<file path="src/design/bbe_defs.vh">
`ifndef BBE_DEFS_VH
`define BBE_DEFS_VH

// Field geometry
`define BBE_NBEAMS        32
`define BBE_IDXW          5
`define BBE_CNTW          6

// Register word indices on the Avalon address
`define BBE_REG_CTRL      3'h0
`define BBE_REG_MAXB      3'h1
`define BBE_REG_DWELL     3'h2
`define BBE_REG_STATUS    3'h3
`define BBE_REG_RES       3'h4
`define BBE_REG_IRQ_STAT  3'h5
`define BBE_REG_IRQ_MASK  3'h6
`define BBE_REG_BLANKED   3'h7

// Control register fields
`define BBE_CTRL_MODE_LO  0
`define BBE_CTRL_MODE_HI  1
`define BBE_CTRL_RI_EN    2
`define BBE_CTRL_CM_EN    3
`define BBE_CTRL_COARSE   4
`define BBE_CTRL_TEACH    5
`define BBE_CTRL_W        6

// Operating modes
`define BBE_MODE_NORMAL   2'h0
`define BBE_MODE_AUTO     2'h1
`define BBE_MODE_REDUCED  2'h2

// Reset values
`define BBE_CTRL_RST      6'h00
`define BBE_MAXB_RST      6'h01
`define BBE_DWELL_RST     16'h1388
`define BBE_MASK_RST      4'h0

// Interrupt status bits
`define BBE_IRQ_TRIP      0
`define BBE_IRQ_DWELL     1
`define BBE_IRQ_ENTRY     2
`define BBE_IRQ_TEACH     3
`define BBE_IRQ_W         4

// Effective resolution steps in mm
`define BBE_RES_FINE_MM   12'd21
`define BBE_RES_FINE_STEP 12'd7
`define BBE_RES_CRS_MM    12'd47
`define BBE_RES_CRS_STEP  12'd17

// Dwell supervision tick
`define BBE_TICK_US       1000
`define BBE_CLK_MHZ       50

`endif

</file>
<file path="src/design/bbe_run_scan.v">
`timescale 1ns/1ps
`include "bbe_defs.vh"

module bbe_run_scan (
  // Beam pattern
  input  wire [`BBE_NBEAMS-1:0] mask_i,
  // Pattern figures
  output reg                    any_o,
  output reg  [`BBE_CNTW-1:0]   count_o,
  output reg  [`BBE_IDXW-1:0]   lo_o,
  output reg  [`BBE_IDXW-1:0]   hi_o,
  output reg                    contig_o,
  output reg  [`BBE_CNTW-1:0]   longest_o
);

  integer                       i;
  reg     [`BBE_CNTW-1:0]       run;

  always @* begin
    any_o     = 1'b0;
    count_o   = {`BBE_CNTW{1'b0}};
    lo_o      = {`BBE_IDXW{1'b0}};
    hi_o      = {`BBE_IDXW{1'b0}};
    longest_o = {`BBE_CNTW{1'b0}};
    run       = {`BBE_CNTW{1'b0}};
    for (i = 0; i < `BBE_NBEAMS; i = i + 1) begin
      if (mask_i[i]) begin
        if (!any_o) begin
          lo_o = i[`BBE_IDXW-1:0];
        end
        any_o   = 1'b1;
        hi_o    = i[`BBE_IDXW-1:0];
        count_o = count_o + 1'b1;
        run     = run + 1'b1;
        if (run > longest_o) begin
          longest_o = run;
        end
      end else begin
        run = {`BBE_CNTW{1'b0}};
      end
    end
    // One unbroken run means the span equals the number of blocked beams
    contig_o = any_o &&
               (count_o == ({1'b0, hi_o} - {1'b0, lo_o} + 1'b1));
  end

endmodule // bbe_run_scan

</file>
<file path="src/design/bbe_evaluator.v">
// Added by the designer: the Avalon-MM interface to the registers and the address map.
`timescale 1ns/1ps
`include "bbe_defs.vh"

// Behaviour
// In auto-floating mode an object is accepted only if it enters at the top or bottom beam.
// In auto-floating mode only one blanked object may be in the field at a time.
// The muted beam set follows the beams the tracked object currently blocks.
// Obstruction wider than the configured maximum blanked beam count is never muted.
// The dwell of an object in the field is supervised against a configured time limit.
// When the dwell limit runs out with the object still present both outputs switch off.
// Any interrupted beam outside the blanked set switches the outputs off; auto-floating mode lets one run that overlaps the set grow into new beams.
// In auto-floating mode an obstruction that starts mid-field switches the outputs off.
// With the whole field clear the outputs stay on; the code drops them while the teach bit is set, even with the field clear.
// Restart inhibit and contactor monitoring are separately selectable in every mode.
// The host selects and sets up auto-floating mode only over the configuration interface.
// In auto-floating mode the device drives a muting signal to the warning lamp.
// In reduced resolution mode objects smaller than the selected resolution never trip.
// The reduced resolution is learned by teach-in with the intended objects in the field.
// Taught objects pass anywhere without tripping, and the resulting value is displayed.
// Beam count maps to resolution in steps, one beam being 21 mm fine or 47 mm coarse.
// Both safety switching outputs always carry the same state and drop together.
module bbe_evaluator #(
  parameter TICK_CYCLES = `BBE_TICK_US * `BBE_CLK_MHZ
) (
  // Clock and reset
  input  wire                   clk_i,
  input  wire                   reset_n_i,
  // Receiver beam scan
  input  wire [`BBE_NBEAMS-1:0] beams_blocked_i,
  input  wire                   scan_valid_i,
  // Machine side inputs
  input  wire                   restart_i,
  input  wire                   contactor_fb_i,
  // Safety outputs and lamp
  output wire                   safety_switching_output_1_o,
  output wire                   safety_switching_output_2_o,
  output reg                    muting_lamp_o,
  // Resolution display
  output reg  [11:0]            resolution_mm_o,
  // Avalon-MM slave
  input  wire [2:0]             avs_address_i,
  input  wire                   avs_read_i,
  input  wire                   avs_write_i,
  input  wire [31:0]            avs_writedata_i,
  input  wire [3:0]             avs_byteenable_i,
  output reg  [31:0]            avs_readdata_o,
  output wire                   avs_waitrequest_o,
  // Interrupt
  output wire                   irq_o
);

  localparam [1:0] ST_TRIP  = 2'h0;
  localparam [1:0] ST_IDLE  = 2'h1;
  localparam [1:0] ST_TRACK = 2'h2;

  function [31:0] be_merge;
    input [31:0] old_v;
    input [31:0] new_v;
    input [3:0]  be;
    integer      k;
    begin
      for (k = 0; k < 4; k = k + 1) begin
        be_merge[k*8 +: 8] = be[k] ? new_v[k*8 +: 8] : old_v[k*8 +: 8];
      end
    end
  endfunction

  function [11:0] res_mm;
    input [`BBE_CNTW-1:0] n;
    input                 coarse;
    reg   [11:0]          steps;
    begin
      steps = (n == {`BBE_CNTW{1'b0}}) ? 12'h000 : {6'h00, n - 1'b1};
      if (coarse) begin
        res_mm = `BBE_RES_CRS_MM + steps * `BBE_RES_CRS_STEP;
      end else begin
        res_mm = `BBE_RES_FINE_MM + steps * `BBE_RES_FINE_STEP;
      end
    end
  endfunction

  reg                       rst_s1_q;
  reg                       rst_s2_q;
  wire                      rst_n;

  reg  [`BBE_CTRL_W-1:0]    ctrl_q;
  reg  [`BBE_CNTW-1:0]      maxb_q;
  reg  [15:0]               dwell_lim_q;
  reg  [`BBE_IRQ_W-1:0]     irq_stat_q;
  reg  [`BBE_IRQ_W-1:0]     irq_mask_q;
  reg                       ack_q;

  reg  [1:0]                state_q;
  reg  [1:0]                state_d;
  reg  [`BBE_NBEAMS-1:0]    blanked_q;
  reg  [`BBE_NBEAMS-1:0]    blanked_d;
  reg  [15:0]               dwell_q;
  reg  [15:0]               tick_cnt_q;
  reg                       field_clear_q;
  reg  [`BBE_CNTW-1:0]      taught_q;
  reg  [`BBE_CNTW-1:0]      teach_max_q;
  reg                       teach_prev_q;

  wire                      any;
  wire [`BBE_CNTW-1:0]      count;
  wire [`BBE_IDXW-1:0]      lo;
  wire [`BBE_IDXW-1:0]      hi;
  wire                      contig;
  wire [`BBE_CNTW-1:0]      longest;

  wire [1:0]                mode;
  wire                      teach;
  wire                      tick;
  wire                      dwell_out;
  wire                      release_ok;
  wire                      acc;
  wire                      wr;
  wire                      rd;
  reg                       bad;
  reg  [`BBE_IRQ_W-1:0]     irq_set;
  wire [31:0]               ctrl_nx;
  wire [31:0]               maxb_nx;
  wire [31:0]               dwell_nx;
  wire [31:0]               mask_nx;

  always @(posedge clk_i or negedge reset_n_i) begin
    if (!reset_n_i) begin
      rst_s1_q <= 1'b0;
      rst_s2_q <= 1'b0;
    end else begin
      rst_s1_q <= 1'b1;
      rst_s2_q <= rst_s1_q;
    end
  end
  assign rst_n = rst_s2_q;

  bbe_run_scan u_scan (
    .mask_i    (beams_blocked_i),
    .any_o     (any),
    .count_o   (count),
    .lo_o      (lo),
    .hi_o      (hi),
    .contig_o  (contig),
    .longest_o (longest)
  );

  assign mode  = ctrl_q[`BBE_CTRL_MODE_HI:`BBE_CTRL_MODE_LO];
  assign teach = ctrl_q[`BBE_CTRL_TEACH];

  // Dwell counts in 1 ms ticks so the limit register spans tens of seconds
  assign tick      = (tick_cnt_q == TICK_CYCLES - 1);
  assign dwell_out = (state_q == ST_TRACK) && (dwell_q >= dwell_lim_q);
  // A blocked scan in the release cycle must not turn the outputs back on
  assign release_ok = field_clear_q && !teach && !(scan_valid_i && any) &&
                      (!ctrl_q[`BBE_CTRL_RI_EN] || restart_i) &&
                      (!ctrl_q[`BBE_CTRL_CM_EN] || contactor_fb_i);

  always @* begin
    bad = 1'b0;
    case (mode)
      `BBE_MODE_AUTO: begin
        if (!any) begin
          bad = 1'b0;
        end else if (state_q == ST_TRACK) begin
          // Growth is allowed only as one run still touching the old set
          bad = !contig || (count > maxb_q) ||
                ((beams_blocked_i & blanked_q) == {`BBE_NBEAMS{1'b0}});
        end else begin
          bad = !contig || (count > maxb_q) ||
                !((lo == {`BBE_IDXW{1'b0}}) ||
                  (hi == `BBE_NBEAMS - 1));
        end
      end
      `BBE_MODE_REDUCED: begin
        bad = any && (longest > taught_q);
      end
      default: begin
        bad = any;
      end
    endcase
  end

  always @* begin
    state_d   = state_q;
    blanked_d = blanked_q;
    case (state_q)
      ST_TRIP: begin
        blanked_d = {`BBE_NBEAMS{1'b0}};
        if (release_ok) begin
          state_d = ST_IDLE;
        end
      end
      ST_IDLE, ST_TRACK: begin
        if (teach || dwell_out) begin
          state_d   = ST_TRIP;
          blanked_d = {`BBE_NBEAMS{1'b0}};
        end else if (scan_valid_i) begin
          if (bad) begin
            state_d   = ST_TRIP;
            blanked_d = {`BBE_NBEAMS{1'b0}};
          end else if ((mode == `BBE_MODE_AUTO) && any) begin
            state_d   = ST_TRACK;
            blanked_d = beams_blocked_i;
          end else begin
            state_d   = ST_IDLE;
            blanked_d = {`BBE_NBEAMS{1'b0}};
          end
        end
      end
      default: begin
        state_d   = ST_TRIP;
        blanked_d = {`BBE_NBEAMS{1'b0}};
      end
    endcase
  end

  always @(posedge clk_i or negedge rst_n) begin
    if (!rst_n) begin
      state_q       <= ST_TRIP;
      blanked_q     <= {`BBE_NBEAMS{1'b0}};
      dwell_q       <= 16'h0000;
      tick_cnt_q    <= 16'h0000;
      field_clear_q <= 1'b0;
      muting_lamp_o <= 1'b0;
    end else begin
      state_q    <= state_d;
      blanked_q  <= blanked_d;
      tick_cnt_q <= tick ? 16'h0000 : tick_cnt_q + 1'b1;
      if (scan_valid_i) begin
        field_clear_q <= !any;
      end
      if (state_d != ST_TRACK || state_q != ST_TRACK) begin
        dwell_q <= 16'h0000;
      end else if (tick && dwell_q != 16'hffff) begin
        dwell_q <= dwell_q + 1'b1;
      end
      muting_lamp_o <= (mode == `BBE_MODE_AUTO) && (state_d == ST_TRACK);
    end
  end

  // Both channels decode the same compare of state_q against ST_TRIP so they cannot diverge
  assign safety_switching_output_1_o = (state_q != ST_TRIP);
  assign safety_switching_output_2_o = (state_q != ST_TRIP);

  // Teach-in keeps the widest run seen while the teach bit stands
  always @(posedge clk_i or negedge rst_n) begin
    if (!rst_n) begin
      taught_q        <= {`BBE_CNTW{1'b0}};
      teach_max_q     <= {`BBE_CNTW{1'b0}};
      teach_prev_q    <= 1'b0;
      resolution_mm_o <= 12'h000;
    end else begin
      teach_prev_q <= teach;
      if (teach && !teach_prev_q) begin
        teach_max_q <= {`BBE_CNTW{1'b0}};
      end else if (teach && scan_valid_i && longest > teach_max_q) begin
        teach_max_q <= longest;
      end
      if (!teach && teach_prev_q) begin
        taught_q <= teach_max_q;
      end
      if (mode == `BBE_MODE_REDUCED) begin
        resolution_mm_o <= res_mm(taught_q, ctrl_q[`BBE_CTRL_COARSE]);
      end else begin
        resolution_mm_o <= res_mm(maxb_q, ctrl_q[`BBE_CTRL_COARSE]);
      end
    end
  end

  always @* begin
    irq_set = {`BBE_IRQ_W{1'b0}};
    irq_set[`BBE_IRQ_TRIP]  = (state_q != ST_TRIP) && (state_d == ST_TRIP);
    irq_set[`BBE_IRQ_DWELL] = dwell_out;
    irq_set[`BBE_IRQ_ENTRY] = (state_q == ST_IDLE) && (state_d == ST_TRACK);
    irq_set[`BBE_IRQ_TEACH] = !teach && teach_prev_q;
  end

  // One wait state lets read data come from a flip-flop
  assign acc               = (avs_read_i || avs_write_i) && !ack_q;
  assign avs_waitrequest_o = (avs_read_i || avs_write_i) && !ack_q;
  assign wr                = avs_write_i && ack_q;
  assign rd                = avs_read_i && ack_q;
  assign irq_o             = |(irq_stat_q & irq_mask_q);
  assign ctrl_nx  = be_merge({26'h0, ctrl_q}, avs_writedata_i, avs_byteenable_i);
  assign maxb_nx  = be_merge({26'h0, maxb_q}, avs_writedata_i, avs_byteenable_i);
  assign dwell_nx = be_merge({16'h0, dwell_lim_q}, avs_writedata_i, avs_byteenable_i);
  assign mask_nx  = be_merge({28'h0, irq_mask_q}, avs_writedata_i, avs_byteenable_i);

  // Mode and setup change only through this register port
  always @(posedge clk_i or negedge rst_n) begin
    if (!rst_n) begin
      ctrl_q         <= `BBE_CTRL_RST;
      maxb_q         <= `BBE_MAXB_RST;
      dwell_lim_q    <= `BBE_DWELL_RST;
      irq_mask_q     <= `BBE_MASK_RST;
      irq_stat_q     <= {`BBE_IRQ_W{1'b0}};
      ack_q          <= 1'b0;
      avs_readdata_o <= 32'h00000000;
    end else begin
      ack_q <= acc;
      if (wr) begin
        case (avs_address_i)
          `BBE_REG_CTRL: begin
            ctrl_q <= ctrl_nx[`BBE_CTRL_W-1:0];
          end
          `BBE_REG_MAXB: begin
            maxb_q <= maxb_nx[`BBE_CNTW-1:0];
          end
          `BBE_REG_DWELL: begin
            dwell_lim_q <= dwell_nx[15:0];
          end
          `BBE_REG_IRQ_MASK: begin
            irq_mask_q <= mask_nx[`BBE_IRQ_W-1:0];
          end
          default: begin
            ctrl_q <= ctrl_q;
          end
        endcase
      end
      // Only bits already handed out are cleared, so an event during the wait survives
      if (rd && avs_address_i == `BBE_REG_IRQ_STAT) begin
        irq_stat_q <= (irq_stat_q & ~avs_readdata_o[`BBE_IRQ_W-1:0]) | irq_set;
      end else begin
        irq_stat_q <= irq_stat_q | irq_set;
      end
      if (acc && avs_read_i) begin
        case (avs_address_i)
          `BBE_REG_CTRL:     avs_readdata_o <= {26'h0, ctrl_q};
          `BBE_REG_MAXB:     avs_readdata_o <= {26'h0, maxb_q};
          `BBE_REG_DWELL:    avs_readdata_o <= {16'h0, dwell_lim_q};
          `BBE_REG_STATUS:   avs_readdata_o <= {10'h0, taught_q, dwell_q};
          `BBE_REG_RES:      avs_readdata_o <= {20'h0, resolution_mm_o};
          `BBE_REG_IRQ_STAT: avs_readdata_o <= {28'h0, irq_stat_q};
          `BBE_REG_IRQ_MASK: avs_readdata_o <= {28'h0, irq_mask_q};
          `BBE_REG_BLANKED:  avs_readdata_o <= blanked_q;
          default:           avs_readdata_o <= 32'h00000000;
        endcase
      end
    end
  end

endmodule // bbe_evaluator

</file>
<file path="config.mk">
export PLATFORM = sky130hd
export DESIGN_NAME = bbe_evaluator
export DESIGN_NICKNAME = d
export VERILOG_FILES = /design/src/design/bbe_run_scan.v /design/src/design/bbe_evaluator.v
export VERILOG_INCLUDE_DIRS = /design/src /design/src/design
export SDC_FILE = /design/constraint.sdc
export NUM_CORES = 1
export LEC_CHECK = 0
export BUFFER_PORTS_ARGS = -buffer_cell sky130_fd_sc_hd__buf_2
export CAP_MARGIN = 20
export CORE_ASPECT_RATIO = 1.1
export CORE_MARGIN = 2
export CORE_UTILIZATION = 52
export DETAILED_ROUTE_END_ITERATION = 6
export PLACE_DENSITY_LB_ADDON = 0.1
export SYNTH_ARGS = -nofsm -noshare
export SYNTH_HDL_FRONTEND = slang
export SYNTH_SLANG_ARGS = --single-unit
</file>
<file path="constraint.sdc">
create_clock -name clk_i -period 7.6 [get_ports clk_i]
set_clock_uncertainty 0.15 [all_clocks]
set_input_delay 1.14 -clock clk_i [delete_from_list [all_inputs] [get_ports clk_i]]
set_output_delay 1.14 -clock clk_i [all_outputs]
set_load 0.1 [all_outputs]
</file>
==> metrics.md <==
| Metric | Value |
|---|---|
| Outcome | complete, but fails checks |
| Failing checks | design-rule violations, negative setup slack |
| Crit share post-route | 6.00 |
| Post-Synth Simple-Gate Area | 0.224 |
| Max-slew headroom | 0.275 |
| Clk root buf | clkbuf_16 |
| Multiplexer area fraction after synthesis | 0.0707 |
| Unrepaired setup endpoints after global routing | true |
| Die Ht | 235 um |
| Grt total ovfl | 0 |
| R2r setup slk | 1.31 ns |
| Levels on crit path | 244 |
| Crit path arrival time | 45.77 ns |
| Worst endpoint required time | 7.76 ns |
| Setup crit start | beams_blocked_i[0] |
| Top Layer Used | met4 |
| Post-synth top area cell | dfrtp_1 |
| Post-synth top area share | 0.156 |
| Filler cells | 3501 |
| Dpl hpwl | 68.1 mm |
| Syn_area_per_cell | 7.52 um2 |
| Largest net degree at the start of global routing | 71 |
| Max Freq | 21.9 MHz |
| CTS Hold Bufs | 0 |
| Number of global-route vias before repair | 29500 |
| Max_cap viols | 0 |
| Compound-cell area share of the yosys netlist | 0.244 |
| Via count | 29600 |
| Initial cell density of the core | 0.527 |
| First-pass GRT wire length | 141 mm |
| First DRT Iteration DRCs | 2087 |
| Final core occ | 0.767 |
| FF-to-FF Start | dwell_q[0] |
| Slowest CP cell | a221o_2 |
| YS warnings | 0 |
| Crit Path Category | in2reg |
| Antenna violations before repair | 1 |
| Post-Syn Instances | 3350 |
| Nets | 4780 |
| Vias per Instance | 5.84 |
| IO Pins | 127 |
| Sum of buffers and inverters on the critical path | 23 |
| Met3 wire len | 4.14 mm |
| Mapped Area | 25200 um2 |
| Clock Sinks | 163 |
| Most used cell, CP | ha_4 |
| Crit Path Max Fanout | 8 |
| Worst Setup Start Kind | input pin |
| CP endpoint kind | flip-flop |
| Worst-Margin Slew | 1.08 ns |
| Layout cell share with drive strength beyond 1 | 0.370 |
| Wire length on met2 | 44.4 mm |
| Synth unique cells | 127 |
| GP Congestion | 0.939 |
| Synth Area in XOR/XNOR | 0.0855 |
| Worst setup margin | -38.01 ns |
| Area of the die | 50200 um2 |
| Clock Path Buffers | 2 |
| Total CTS buffers | 17 |
| Sequential fraction of the synthesis area | 0.162 |
| Clock latency on the worst-skew pair | 0.43 ns |
| R2R cell count | 34 |
| Htree depth | 4 |
| TritonCTS clock tree | yes |
| Final WL | 88.4 mm |
| Cells taking the most area after synthesis | dfrtp_1, ha_1, nand2_1 |
| Drt drc | 2 |
| Largest family of logic cells by synthesized area | compound AO/OA/AOI/OAI gates |
| Setup Viol. Count Final | 59 |
| RR Endpoint | dwell_q[7] |
| HP Class | reg2async |
| Synth Flop Type | dfrtp_1 |
| CTS clk-pin slew, worst paths | 0.06 ns |
| Adder-cell share of the synthesized area | 0.149 |
| Core ar. | 47800 um2 |
| Wire per inst | 17.4 um |
| Fin. Hold Viols | 0 |
| Routed Antenna Nets | 0 |
| Setup crit end | dwell_q[7] |
| Site row count | 84 |
| Asr flop ratio synth | 1.00 |
| DIE WIDTH | 214 um |
| Synth-to-Final Area Change | 45.6% |
| Global-route usage over all layers | 0.335 |
| Yosys reg bits | 163 |
| Total Negative Setup Slacks | -2206.24 ns |
| Slew Limit Fails | 0 |
| Count leader, synth | nand2_1 |
| Detailed Routing Iterations Pass 1 | 7 |
| Synth top cells by count | nand2_1, ha_1, inv_1, nor2_1, o21ai_0 |
| Max stage delay on crit path | 0.51 ns |
| M1 wire length | 36.5 mm |
| Delay-heaviest family, CP | compound AO/OA/AOI/OAI gates |
| Port-buffer cells | 107 |
| Post-layout min period | 45.61 ns |
| Post-synth EDFFs | 0 |
==> layout by cell type (no fill, tap or decap), types with 91 or more instances in the layout <==
| master | instances |
|---|---|
| o21ai_0 | 158 |
| buf_4 | 1048 |
| inv_1 | 250 |
| nand3_1 | 93 |
| buf_2 | 105 |
| dfrtp_1 | 156 |
| ha_1 | 234 |
| xnor2_1 | 150 |
| nor2_1 | 230 |
| a21oi_1 | 158 |
| nand2_1 | 415 |
| xor2_1 | 91 |
==> what timing repair did <==
action                                  CTS  global route
endpoints found under the setup margin   59            59
cloned                                    5             0
pin swaps                               162           117
setup buffers                            83            47
resized for setup                       146           162
==> state kept, by name (all words and copies together) (netlist names), 4 cells and up <==
signal,flops
irq_stat_q,4
maxb_q,6
irq_mask_q,4
dwell_lim_q,16
resolution_mm_o,11
tick_cnt_q,16
blanked_q,32
avs_readdata_o,32
taught_q,6
teach_max_q,6
dwell_q,16
ctrl_q,6
==> cell type report <==
class                      instances  area, um2  share of cell area
clock buffer                      24        472              0.0129
inverter                         268       1010              0.0276
clock inverter                     8        150             0.00409
sequential                       163       4090               0.111
tap                              645        807              0.0220
antenna                            2       5.00            0.000136
timing repair buffer            1172       8620               0.235
multi-input combinational       2790      21500               0.587
==> through the flow <==
| step | area (um2) | std cells | hold WS (ns) | worst slack [ns] |
|---|---|---|---|---|
| floorplan | 26000 | 3356 | 0.181 | -37.97 |
| global placement | 33800 | 4908 | 0.0875 | -37.28 |
| detailed placement | 33800 | 4908 | 0.0934 | -39.07 |
| CTS | 35600 | 5027 | 0.101 | -37.11 |
| global route | 36700 | 5071 | 0.130 | -40.21 |
| finish | 36700 | 5072 | 0.0927 | -38.01 |
==> layer usage <==
layer | vias up | global-route usage
met4 | 0 | 0.133
met5 | - | 0
met2 | 937 | 0.603
met1 | 14200 | 0.401
li1 | 14200 | -
met3 | 253 | 0.0388
==> cells by family (layout without fill, tap and decap cells) <==
kind of cell             after synthesis  in the layout
AO/OA/AOI/OAI                        905            909
XOR/XNOR                             243            243
adder cells (fa/ha/maj)              296            296
buffers and inverters                408           1472
flip-flops                           163            163
multiplexers                         150            150
other                                  2             10
AND/OR/NAND/NOR                     1183           1184
==> worst min path at each step <==
stage                        start        endpoint  slack, ns
after floorplan           rst_s1_q           rst_n       0.18
after global placement       rst_n  tick_cnt_q[15]       0.09
after detailed placement     rst_n  tick_cnt_q[14]       0.09
after CTS                    rst_n  tick_cnt_q[14]       0.10
after global routing         rst_n   tick_cnt_q[3]       0.13
final                        rst_n  tick_cnt_q[14]       0.09
Power is left out: the tool's default activity adds up to more than one toggle a clock period on the data nets, which glitch-free logic cannot reach.
